===== src/cam_pkg.sv =====
package cam_pkg;
   localparam int NUM_TRACKS = 2;
   localparam int NUM_THR = 8;
   localparam int ADDR_W = 8;
   localparam int CTRL_W = 6;
   localparam int COUNT_W = 4;
   localparam int DUR_W = 15;
   // register map, one 128-byte window per track, track select in addr[7]
   localparam int TRACK_SEL_BIT = 7;
   localparam logic [6:0] OFF_CTRL = 7'h00;
   localparam logic [6:0] OFF_COUNT = 7'h04;
   localparam logic [6:0] OFF_LEVELS = 7'h08;
   localparam logic [6:0] OFF_STATUS = 7'h0c;
   localparam logic [1:0] BANK_THR = 2'h1;
   localparam logic [1:0] BANK_DUR = 2'h2;
   // control fields
   localparam int CTRL_EN_BIT = 0;
   localparam int CTRL_BLK_FWD_BIT = 1;
   localparam int CTRL_BLK_BWD_BIT = 2;
   localparam int CTRL_MANUAL_BIT = 3;
   localparam int CTRL_REF_LSB = 4;
   localparam logic [1:0] REF_COUNTER = 2'h0;
   localparam logic [1:0] REF_FREQ = 2'h2;
   // status fields
   localparam int STAT_PIN_BIT = 0;
   localparam int STAT_AUTO_BIT = 1;
   localparam int STAT_RUN_BIT = 2;
   localparam int STAT_FWD_BIT = 3;
   localparam int STAT_BLK_BIT = 4;
   // reset values and count limits
   localparam logic [CTRL_W-1:0] CTRL_RST = 6'h00;
   localparam logic [COUNT_W-1:0] COUNT_RST = 4'h0;
   localparam logic [NUM_THR-1:0] LEVELS_RST = 8'h00;
   localparam logic [COUNT_W-1:0] COUNT_MAX = 4'h8;
   localparam logic [COUNT_W-1:0] COUNT_FREQ_MAX = 4'h2;
   // timing and bus response codes
   localparam int CLK_PERIOD_NS = 25;
   localparam int NS_PER_US = 1000;
   localparam int CYC_PER_US = NS_PER_US / CLK_PERIOD_NS;
   localparam logic [DUR_W-1:0] DUR_MAX_US = 15'd24000;
   localparam logic [1:0] RESP_OKAY = 2'h0;
   localparam logic [1:0] RESP_SLVERR = 2'h2;

   typedef struct packed {
      logic [ADDR_W-1:0] addr;
      logic [31:0] data;
      logic [3:0] strb;
   } reg_wr_t;

   typedef struct packed {
      logic step;
      logic up;
      logic load;
      logic [31:0] value;
   } enc_in_t;

   typedef struct packed {
      logic upd;
      logic [31:0] value;
   } freq_in_t;
endpackage


===== src/threshold_cam_output_switch.sv =====
`timescale 1ns/100ps
`default_nettype none
//
// Summary of operation
// RQ1 - reference select: 0 counter, 2 frequency
// RQ2 - eight 32-bit thresholds, each with level
// RQ3 - frequency mode: two thresholds, high then low
// RQ4 - per-threshold duration up to 24000 us
// RQ5 - count 1..8 counter, 1 or 2 frequency
// RQ6 - two block flags choose active directions
// RQ7 - automatic mode ignores manual output level
// RQ8 - enabling at standstill keeps last state
// RQ9 - count n activates thresholds 1 to n
// RQ10 - controller should program count of at least one
// RQ11 - low on threshold above high: window cam
// RQ12 - switch-on point depends on travel direction
// RQ13 - swapped thresholds invert the cam window
// RQ14 - time cams hold level for duration
// RQ15 - two independent tracks, cams updatable anytime
// RQ16 - new threshold restarts running duration timer
// RQ17 - preset load never switches the output
// RQ18 - blocked direction forces output low
// RQ19 - compare on each counter update, same cycle
module threshold_cam_output_switch (
   input wire logic core_clk,
   input wire logic sys_rst,
   input wire logic [cam_pkg::ADDR_W-1:0] s_axi_awaddr,
   input wire logic s_axi_awvalid,
   output logic s_axi_awready,
   input wire logic [31:0] s_axi_wdata,
   input wire logic [3:0] s_axi_wstrb,
   input wire logic s_axi_wvalid,
   output logic s_axi_wready,
   output logic [1:0] s_axi_bresp,
   output logic s_axi_bvalid,
   input wire logic s_axi_bready,
   input wire logic [cam_pkg::ADDR_W-1:0] s_axi_araddr,
   input wire logic s_axi_arvalid,
   output logic s_axi_arready,
   output logic [31:0] s_axi_rdata,
   output logic [1:0] s_axi_rresp,
   output logic s_axi_rvalid,
   input wire logic s_axi_rready,
   input wire cam_pkg::enc_in_t enc,
   input wire cam_pkg::freq_in_t freq,
   output logic [cam_pkg::NUM_TRACKS-1:0] dig_out_q
);
   import cam_pkg::*;

   logic wr_en;
   reg_wr_t wr;
   logic wr_err;
   logic [ADDR_W-1:0] rd_addr;
   logic [31:0] rd_data;
   logic rd_err;

   logic [CTRL_W-1:0] ctrl_q [NUM_TRACKS];
   logic [COUNT_W-1:0] count_q [NUM_TRACKS];
   logic [NUM_THR-1:0] levels_q [NUM_TRACKS];
   logic [NUM_THR-1:0][31:0] thr_q [NUM_TRACKS];
   logic [NUM_THR-1:0][DUR_W-1:0] dur_q [NUM_TRACKS];

   logic [NUM_TRACKS-1:0] auto_q;
   logic [NUM_TRACKS-1:0] fwd_q;
   logic [NUM_TRACKS-1:0] run;
   logic [NUM_TRACKS-1:0] blocked;

   function automatic logic is_mapped(input logic [6:0] off);
      logic ok;
      ok = 1'b0;
      if (off == OFF_CTRL || off == OFF_COUNT || off == OFF_LEVELS ||
          off == OFF_STATUS) begin
         ok = 1'b1;
      end
      if (off[6:5] == BANK_THR || off[6:5] == BANK_DUR) begin
         ok = 1'b1;
      end
      return ok;
   endfunction

   function automatic logic [31:0] merge(input logic [31:0] old,
                                         input logic [31:0] val,
                                         input logic [3:0] strb);
      logic [31:0] r;
      r = old;
      for (int b = 0; b < 4; b++) begin
         if (strb[b]) begin
            r[b*8 +: 8] = val[b*8 +: 8];
         end
      end
      return r;
   endfunction

   // lowest-numbered matching threshold wins; only 1..n take part
   function automatic logic [3:0] first_hit(
      input logic [31:0] v,
      input logic [NUM_THR-1:0][31:0] t,
      input logic [COUNT_W-1:0] n);
      logic [3:0] r;
      r = 4'h0;
      for (int i = NUM_THR - 1; i >= 0; i--) begin
         if (COUNT_W'(i) < n && v == t[i]) begin // RQ9
            r = {1'b1, 3'(i)};
         end
      end
      return r;
   endfunction

   axil_port u_port (
      .core_clk(core_clk),
      .sys_rst(sys_rst),
      .s_axi_awaddr(s_axi_awaddr),
      .s_axi_awvalid(s_axi_awvalid),
      .s_axi_awready(s_axi_awready),
      .s_axi_wdata(s_axi_wdata),
      .s_axi_wstrb(s_axi_wstrb),
      .s_axi_wvalid(s_axi_wvalid),
      .s_axi_wready(s_axi_wready),
      .s_axi_bresp(s_axi_bresp),
      .s_axi_bvalid(s_axi_bvalid),
      .s_axi_bready(s_axi_bready),
      .s_axi_araddr(s_axi_araddr),
      .s_axi_arvalid(s_axi_arvalid),
      .s_axi_arready(s_axi_arready),
      .s_axi_rdata(s_axi_rdata),
      .s_axi_rresp(s_axi_rresp),
      .s_axi_rvalid(s_axi_rvalid),
      .s_axi_rready(s_axi_rready),
      .wr_en(wr_en),
      .wr(wr),
      .wr_err(wr_err),
      .rd_addr(rd_addr),
      .rd_data(rd_data),
      .rd_err(rd_err)
   );

   assign wr_err = !is_mapped(wr.addr[6:0]);
   assign rd_err = !is_mapped(rd_addr[6:0]);

   // cam tables may be rewritten at any time while the track runs
   always_ff @(posedge core_clk) begin // RQ15
      if (sys_rst) begin
         for (int t = 0; t < NUM_TRACKS; t++) begin
            ctrl_q[t] <= CTRL_RST;
            count_q[t] <= COUNT_RST;
            levels_q[t] <= LEVELS_RST;
            thr_q[t] <= '0;
            dur_q[t] <= '0;
         end
      end else if (wr_en && !wr_err) begin
         logic t;
         logic [6:0] off;
         logic [2:0] k;
         logic [31:0] m;
         t = wr.addr[TRACK_SEL_BIT];
         off = wr.addr[6:0];
         k = off[4:2];
         if (off == OFF_CTRL) begin
            m = merge({26'h0, ctrl_q[t]}, wr.data, wr.strb);
            ctrl_q[t] <= m[CTRL_W-1:0];
         end
         if (off == OFF_COUNT) begin
            m = merge({28'h0, count_q[t]}, wr.data, wr.strb);
            count_q[t] <= m[COUNT_W-1:0];
         end
         if (off == OFF_LEVELS) begin // RQ2
            m = merge({24'h0, levels_q[t]}, wr.data, wr.strb);
            levels_q[t] <= m[NUM_THR-1:0];
         end
         if (off[6:5] == BANK_THR) begin // RQ2
            thr_q[t][k] <= merge(thr_q[t][k], wr.data, wr.strb);
         end
         if (off[6:5] == BANK_DUR) begin
            // durations beyond the ceiling are clipped, not wrapped
            m = merge({17'h0, dur_q[t][k]}, wr.data, wr.strb);
            dur_q[t][k] <= (m > {17'h0, DUR_MAX_US}) ? DUR_MAX_US
                                                      : m[DUR_W-1:0]; // RQ4
         end
      end
   end

   always_comb begin
      logic t;
      logic [6:0] off;
      t = rd_addr[TRACK_SEL_BIT];
      off = rd_addr[6:0];
      rd_data = 32'h0000_0000;
      if (off == OFF_CTRL) begin
         rd_data = {26'h0, ctrl_q[t]};
      end else if (off == OFF_COUNT) begin
         rd_data = {28'h0, count_q[t]};
      end else if (off == OFF_LEVELS) begin
         rd_data = {24'h0, levels_q[t]};
      end else if (off == OFF_STATUS) begin
         rd_data[STAT_PIN_BIT] = dig_out_q[t];
         rd_data[STAT_AUTO_BIT] = auto_q[t];
         rd_data[STAT_RUN_BIT] = run[t];
         rd_data[STAT_FWD_BIT] = fwd_q[t];
         rd_data[STAT_BLK_BIT] = blocked[t];
      end else if (off[6:5] == BANK_THR) begin
         rd_data = thr_q[t][off[4:2]];
      end else if (off[6:5] == BANK_DUR) begin
         rd_data = {17'h0, dur_q[t][off[4:2]]};
      end
   end

   for (genvar g = 0; g < NUM_TRACKS; g++) begin : g_track
      logic en;
      logic manual;
      logic [1:0] ref_sel;
      logic is_cnt;
      logic is_freq;
      logic fwd_now;
      logic [COUNT_W-1:0] n_cnt;
      logic [COUNT_W-1:0] n_eff;
      logic [3:0] hit_w;
      logic hit;
      logic [2:0] idx;
      logic hit_lvl;
      logic [DUR_W-1:0] hit_dur;
      logic take;
      logic t_start;
      logic t_stop;
      logic expired;
      logic auto_d;

      assign en = ctrl_q[g][CTRL_EN_BIT];
      assign manual = ctrl_q[g][CTRL_MANUAL_BIT];
      assign ref_sel = ctrl_q[g][CTRL_REF_LSB +: 2]; // RQ1
      assign is_cnt = (ref_sel == REF_COUNTER); // RQ1
      assign is_freq = (ref_sel == REF_FREQ); // RQ1
      assign n_cnt = (count_q[g] > COUNT_MAX) ? COUNT_MAX : count_q[g];
      // frequency mode has only two thresholds
      assign n_eff = (is_freq && n_cnt > COUNT_FREQ_MAX) ? COUNT_FREQ_MAX
                                                         : n_cnt; // RQ5
      // at standstill the last seen direction decides
      assign fwd_now = enc.step ? enc.up : fwd_q[g]; // RQ18
      assign blocked[g] = is_cnt && (fwd_now ? ctrl_q[g][CTRL_BLK_FWD_BIT]
                                   : ctrl_q[g][CTRL_BLK_BWD_BIT]); // RQ6
      assign hit_w = first_hit(enc.value, thr_q[g], n_eff); // RQ19
      assign hit = hit_w[3];
      assign idx = hit_w[2:0];
      // backward travel swaps the on and off points of a position cam
      assign hit_lvl = levels_q[g][idx]
                       ^ (!enc.up && hit_dur == 15'h0000); // RQ12
      assign hit_dur = dur_q[g][idx];
      // only a counting pulse takes a hit; a preset load is ignored
      assign take = en && is_cnt && !blocked[g] && enc.step && hit; // RQ17
      assign t_start = take && (hit_dur != 15'h0000); // RQ16
      assign t_stop = !en || !is_cnt || blocked[g] || take; // RQ4

      dur_timer u_timer (
         .core_clk(core_clk),
         .sys_rst(sys_rst),
         .start(t_start),
         .stop(t_stop),
         .dur_us(hit_dur),
         .running(run[g]),
         .expired(expired)
      );

      // ordered thresholds give the window cam; edges follow travel
      always_comb begin // RQ11 RQ12 RQ13
         auto_d = auto_q[g];
         if (en && is_cnt) begin
            if (blocked[g]) begin
               auto_d = 1'b0; // RQ18
            end else if (take) begin
               auto_d = hit_lvl; // RQ2 RQ14
            end else if (expired) begin
               auto_d = !auto_q[g]; // RQ14
            end
         end else if (en && is_freq && freq.upd && n_eff != 4'h0) begin
            if (freq.value >= thr_q[g][0]) begin
               auto_d = 1'b1; // RQ3
            end else if (n_eff == 4'h1 || freq.value <= thr_q[g][1]) begin
               auto_d = 1'b0; // RQ3 RQ5
            end
         end
      end

      // auto level is kept while disabled, so re-enabling resumes it
      always_ff @(posedge core_clk) begin
         if (sys_rst) begin
            auto_q[g] <= 1'b0; // RQ8
         end else begin
            auto_q[g] <= auto_d;
         end
      end

      always_ff @(posedge core_clk) begin
         if (sys_rst) begin
            fwd_q[g] <= 1'b1;
         end else if (enc.step) begin
            fwd_q[g] <= enc.up;
         end
      end

      always_ff @(posedge core_clk) begin
         if (sys_rst) begin
            dig_out_q[g] <= 1'b0;
         end else begin
            dig_out_q[g] <= en ? auto_d : manual; // RQ7 RQ8
         end
      end

   end
endmodule
`default_nettype wire


===== src/axil_port.sv =====
`timescale 1ns/100ps
`default_nettype none
module axil_port (
   input wire logic core_clk,
   input wire logic sys_rst,
   input wire logic [cam_pkg::ADDR_W-1:0] s_axi_awaddr,
   input wire logic s_axi_awvalid,
   output logic s_axi_awready,
   input wire logic [31:0] s_axi_wdata,
   input wire logic [3:0] s_axi_wstrb,
   input wire logic s_axi_wvalid,
   output logic s_axi_wready,
   output logic [1:0] s_axi_bresp,
   output logic s_axi_bvalid,
   input wire logic s_axi_bready,
   input wire logic [cam_pkg::ADDR_W-1:0] s_axi_araddr,
   input wire logic s_axi_arvalid,
   output logic s_axi_arready,
   output logic [31:0] s_axi_rdata,
   output logic [1:0] s_axi_rresp,
   output logic s_axi_rvalid,
   input wire logic s_axi_rready,
   output logic wr_en,
   output cam_pkg::reg_wr_t wr,
   input wire logic wr_err,
   output logic [cam_pkg::ADDR_W-1:0] rd_addr,
   input wire logic [31:0] rd_data,
   input wire logic rd_err
);
   import cam_pkg::*;

   logic aw_full_q;
   logic w_full_q;

   // address and data may arrive in either order; both park until paired
   assign s_axi_awready = !aw_full_q && !s_axi_bvalid;
   assign s_axi_wready = !w_full_q && !s_axi_bvalid;
   assign wr_en = aw_full_q && w_full_q;
   assign s_axi_arready = !s_axi_rvalid;
   assign rd_addr = s_axi_araddr;

   always_ff @(posedge core_clk) begin
      if (sys_rst) begin
         aw_full_q <= 1'b0;
         w_full_q <= 1'b0;
         wr <= '0;
      end else if (wr_en) begin
         aw_full_q <= 1'b0;
         w_full_q <= 1'b0;
      end else begin
         if (s_axi_awvalid && s_axi_awready) begin
            aw_full_q <= 1'b1;
            wr.addr <= s_axi_awaddr;
         end
         if (s_axi_wvalid && s_axi_wready) begin
            w_full_q <= 1'b1;
            wr.data <= s_axi_wdata;
            wr.strb <= s_axi_wstrb;
         end
      end
   end

   always_ff @(posedge core_clk) begin
      if (sys_rst) begin
         s_axi_bvalid <= 1'b0;
         s_axi_bresp <= RESP_OKAY;
      end else if (wr_en) begin
         s_axi_bvalid <= 1'b1;
         s_axi_bresp <= wr_err ? RESP_SLVERR : RESP_OKAY;
      end else if (s_axi_bready) begin
         s_axi_bvalid <= 1'b0;
      end
   end

   always_ff @(posedge core_clk) begin
      if (sys_rst) begin
         s_axi_rvalid <= 1'b0;
         s_axi_rdata <= 32'h0000_0000;
         s_axi_rresp <= RESP_OKAY;
      end else if (s_axi_arvalid && s_axi_arready) begin
         s_axi_rvalid <= 1'b1;
         s_axi_rdata <= rd_err ? 32'h0000_0000 : rd_data;
         s_axi_rresp <= rd_err ? RESP_SLVERR : RESP_OKAY;
      end else if (s_axi_rready) begin
         s_axi_rvalid <= 1'b0;
      end
   end
endmodule
`default_nettype wire


===== src/dur_timer.sv =====
`timescale 1ns/100ps
`default_nettype none
module dur_timer #(
   parameter int CYC_PER_US = cam_pkg::CYC_PER_US
) (
   input wire logic core_clk,
   input wire logic sys_rst,
   input wire logic start,
   input wire logic stop,
   input wire logic [cam_pkg::DUR_W-1:0] dur_us,
   output logic running,
   output logic expired
);
   import cam_pkg::*;

   localparam logic [7:0] PRE_TOP = 8'(CYC_PER_US - 1);

   logic [7:0] pre_q;
   logic [DUR_W-1:0] us_q;

   // start beats stop so a fresh cam restarts a timer still running
   always_ff @(posedge core_clk) begin
      if (sys_rst) begin
         running <= 1'b0;
         expired <= 1'b0;
         pre_q <= 8'h00;
         us_q <= 15'h0000;
      end else begin
         expired <= 1'b0;
         if (start) begin
            running <= 1'b1;
            pre_q <= PRE_TOP;
            us_q <= dur_us;
         end else if (stop) begin
            running <= 1'b0;
         end else if (running) begin
            if (pre_q != 8'h00) begin
               pre_q <= pre_q - 8'h01;
            end else begin
               pre_q <= PRE_TOP;
               if (us_q == 15'h0001) begin
                  running <= 1'b0;
                  expired <= 1'b1;
               end
               us_q <= us_q - 15'h0001;
            end
         end
      end
   end
endmodule
`default_nettype wire


===== config.mk =====
export PLATFORM = sky130hd
export DESIGN_NAME = threshold_cam_output_switch
export DESIGN_NICKNAME = d
export VERILOG_FILES = /design/src/cam_pkg.sv /design/src/threshold_cam_output_switch.sv /design/src/axil_port.sv /design/src/dur_timer.sv
export SDC_FILE = /design/constraint.sdc
export NUM_CORES = 2
export LEC_CHECK = 0
export BUFFER_PORTS_ARGS = -buffer_cell sky130_fd_sc_hd__buf_2
export CAP_MARGIN = 20
export CORE_ASPECT_RATIO = 0.7
export CORE_UTILIZATION = 50
export DETAILED_ROUTE_END_ITERATION = 8
export PLACE_DENSITY = 0.69
export SLEW_MARGIN = 40
export SYNTH_ARGS = -nofsm -noshare
export SYNTH_HDL_FRONTEND = slang
export SYNTH_SLANG_ARGS = --single-unit

===== constraint.sdc =====
create_clock -name core_clk -period 4.3 [get_ports core_clk]
set_input_delay 0.645 -clock core_clk [delete_from_list [all_inputs] [get_ports core_clk]]
set_output_delay 0.645 -clock core_clk [all_outputs]
set_load 0.02 [all_outputs]

==> results.txt <==
----------------------------------------------------
[Setup path]
  Arrival time at the worst endpoint ... between 5000 and 6000 ps
  Sort of element at the end of the critical path ... register
  Required @ worst endpoint ... 4960 ps
  Reg-to-Reg Start ... thr_q[1][120]
  Launch point of the worst path ... thr_q[1][120]
  Worst Path Class, Setup ... reg -> reg
  Maximum fanout encountered on the critical timing path ... 14
  Startpoint types ... register

[Finish]
  Fill cell instance count of the final layout ... ~9600
  NumNets Final ... approximately 7000
  Layout overhead on the synthesized area ... 27.3%
  Area of combinational cells with multiple inputs ... between 30000 and 40000 sq um
  FF/Latch Area ... 26500 sq um
  Share of post-route cells with drive strength above 1 ... 32.6%
  Post-Layout Cell Count ... about 8700

[Global route]
  Via count of the first global-routing pass ... between 50000 and 60000
  GRT Residual Overflow ... 0
  First-pass GRT wire length ... 464000 um
  Pin count of the biggest net entering global routing ... 88
  Overall global routing resource usage ... 54.9%
  Number of antenna violations at the first check in global routing ... 45

[Detailed routing]
  Antenna violation net count after detailed routing ... 0
  Number of vias per cell ... 7.16
  Starting DRC count in detailed routing ... 13100
  Drt drc ... 43
  Wire per inst ... 40.8 um
  Vias after detailed routing ... 62100
  First-pass DRT Iterations ... 9
  Total Routed Length ... 354000 um

[Synth]
  Fraction of the yosys area taken by sequential cells ... 42.7%
  Post-synth design cell area ... 61900 sq um
  Number of synthesized flops with an enable pin ... 788
  Warning count from the yosys run ... 0
  Flop and latch count out of synthesis ... 927
  Synth async-reset ratio ... 0%
  Mean post-synth cell area ... 10.9 sq um
  Synth top area share ... 38.2%
  Most common flop cell mapped by yosys ... sky130_fd_sc_hd__edfxtp_1
  Top cell type by total area after synthesis ... sky130_fd_sc_hd__edfxtp_1
  Number of different library cells in the post-synthesis netlist ... 92
  Number of instances in the synthesized netlist ... 5675
  Area contributors post-synth ... sky130_fd_sc_hd__edfxtp_1, sky130_fd_sc_hd__mux4_2, sky130_fd_sc_hd__xor2_1

[Clock network]
  TritonCTS clock tree ... built
  H-tree levels ... 3
  Bufs on Longest Clock Path ... 3
  Number of hold buffers added after cts ... 0
  Inserted Clock Buffers ... 95
  Clock Latency Late Sink ... 780 ps
  Clock slew at reported path FFs ... ~60 ps
  Clock sink count ... 927
  CTS root buf ... sky130_fd_sc_hd__clkbuf_16

[Placed design]
  Routability congestion estimate ... 1.22
  Detailed Place HPWL ... 281000 um
  Total placed cells including tap cells ... between 8000 and 9000
  Number of port buffers ... 166

[STA]
  Relative slew slack ... around a quarter
  Tightest Pin Transition ... between 1000 and 1500 ps
  Unrepaired setup endpoints after global routing ... true
  Final hold slack ... a little under 80 ps
  Max Clock Freq ... just under 200 MHz
  Post-route setup TNS ... -28570 ps
  Post-route clock period utilization ... 118%
  Final number of setup-violating endpoints ... 66
  Minimum clock period after layout ... a little over 5000 ps
  Number of pins exceeding their max-slew limit in the final report ... 0
  Final clock skew ... 54.1 ps
  Final hold vios ... 0
  Post-layout worst setup margin ... -761 ps

[Hold path]
  Worst min path class ... in -> reg
  Start point of the worst min-delay path ... s_axi_rready

[Outcome]
  Run status ... finished, violations left
  Violations in the final reports ... DRC, setup timing

[Run]
  Number of max-cap violations ... 0

[Die]
  Placeable core area ... 122000 sq um
  Ports placed on the boundary ... 170
  Number of standard-cell rows in the floorplan ... around 110
  Initial core utilization ... 50.6%
  Height of the chip ... 296 um
  Die area ... ~130000 sq um
  Horiz. Die Dim ... 423 um

[Pwr]
  Power density over the cells ... 319 nW/um^2
  LEAKAGE ... slightly above 30 nW
  VDD IR max ... between 0.5 and 0.6 mV

----------------------------------------------------
routing by layer:
metal  wire length, um  global-route usage, %  share of wire, %
met4             15600                   18.0               4.4
met1            130000                   71.7                37
met2            122000                   64.4                35
met5              2860                   17.9              0.81
met3             82900                   43.7                23
layout by cell type, fill, tap and decap left out, drive strengths merged, types with 48 or more instances in the layout:
cell type  count
o221ai        52
and3         162
mux4         337
nor2b        410
xnor2        225
a21oi        270
nand3         97
and2          79
dfxtp        139
inv          158
nor4         154
nor3          82
o22ai         48
mux2i        230
ha           140
buf         1548
xor2         326
nand4        138
edfxtp       788
nand2        359
diode         48
clkbuf       126
nor2         455
o21ai        145
state kept, by name, indices dropped and copies added (netlist names), 8 cells and up, named ones only:
name / flops
g_track.u_timer.us_q: 30
g_track.u_timer.pre_q: 16
dur_q: 240
u_port.wr: 44
levels_q: 16
thr_q: 512
count_q: 8
ctrl_q: 12
u_port.s_axi_rdata: 32
layout make-up:
cell class / instances / share of cell area [%]
sequential: 927 / 33.6
antenna: 48 / 0.152
tap: 1635 / 2.60
clock buffer: 124 / 3.22
clock inverter: 52 / 0.594
multi-input combinational: 4186 / 43.5
timing repair buffer: 1550 / 15.6
inverter: 155 / 0.738
worst max-delay path, stage by stage (launching register included):
cell	delay, ps
sky130_fd_sc_hd__edfxtp_1	470
sky130_fd_sc_hd__xor2_2	210
sky130_fd_sc_hd__or4_4	530
sky130_fd_sc_hd__nor4_4	230
sky130_fd_sc_hd__nand4_1	440
sky130_fd_sc_hd__buf_4	320
sky130_fd_sc_hd__a21o_1	190
sky130_fd_sc_hd__nor2_4	110
sky130_fd_sc_hd__buf_12	150
sky130_fd_sc_hd__buf_12	140
sky130_fd_sc_hd__mux2i_2	230
sky130_fd_sc_hd__buf_4	140
sky130_fd_sc_hd__nand2_1	60
sky130_fd_sc_hd__a21o_1	270
sky130_fd_sc_hd__nor4_2	290
sky130_fd_sc_hd__nand4_1	230
sky130_fd_sc_hd__buf_6	220
sky130_fd_sc_hd__o21ai_4	220
sky130_fd_sc_hd__buf_12	170
sky130_fd_sc_hd__nor2_1	80
sky130_fd_sc_hd__a311oi_2	230
metrics by stage:
step	worst slack, ps	utilization, %	cell area [sq um]	total power, mW
3_3_place_gp	-1620	60.5	73900	16.1
4_1_cts	-391	63.7	77900	24.4
2_1_floorplan	-6.39	-	62200	13.0
5_1_grt	-701	64.4	78700	25.2
6_report	-761	64.5	78800	25.1
3_5_place_dp	-1640	60.5	74000	16.1
cell families (layout without fill, tap and decap cells):
| logic type | after synthesis | after routing | share of synthesized area (%) |
|---|---|---|---|
| simple gates | 2102 | 2102 | 18.0 |
| mux | 602 | 602 | 16.6 |
| fa+ha+maj | 140 | 140 | 2.83 |
| flops | 927 | 927 | 42.7 |
| other cells | 1 | 50 | 0.00606 |
| compound gates | 789 | 789 | 8.24 |
| xor+xnor | 551 | 551 | 7.80 |
| buf+inv | 563 | 1881 | 3.79 |
power by group:
part	internal, mW	leakage, nW	switching, mW	total [mW]
combinational	2.24	20.0	3.85	6.09
sequential	10.0	9.27	0.500	10.5
clock	4.55	1.49	3.96	8.51
total	16.8	30.7	8.31	25.1
repair_timing:
item / CTS / global route
buffers inserted: 33 / 35
endpoints found under the setup margin: 52 / 74
resized for setup: 105 / 107
pin swaps: 42 / 43
gates cloned: 3 / 0
final timing paths:
check / cells past startpoint / slack [ps] / endpoint
max: 20 / -760 / g_track[1].u_timer.us_q[3]
min: 2 / 80 / u_port.s_axi_rvalid
max reg2reg: 20 / -760 / g_track[1].u_timer.us_q[3]
min reg2reg: 2 / 460 / u_port.wr[36]
cell usage after synthesis, types with 96 or more instances:
library cell               count
sky130_fd_sc_hd__a21oi_1     270
sky130_fd_sc_hd__nand2_1     359
sky130_fd_sc_hd__dfxtp_1     139
sky130_fd_sc_hd__mux4_2      337
sky130_fd_sc_hd__nor4_1      151
sky130_fd_sc_hd__clkbuf_1    266
sky130_fd_sc_hd__nand4_1     138
sky130_fd_sc_hd__edfxtp_1    788
sky130_fd_sc_hd__ha_1        140
sky130_fd_sc_hd__o21ai_0     136
sky130_fd_sc_hd__and3_1      162
sky130_fd_sc_hd__inv_1       153
sky130_fd_sc_hd__nor2b_1     410
sky130_fd_sc_hd__xor2_1      326
sky130_fd_sc_hd__nor2_1      453
sky130_fd_sc_hd__mux2i_1     230
sky130_fd_sc_hd__xnor2_1     225
sky130_fd_sc_hd__nand3_1      96
Power figures use the tool's default switching activity.
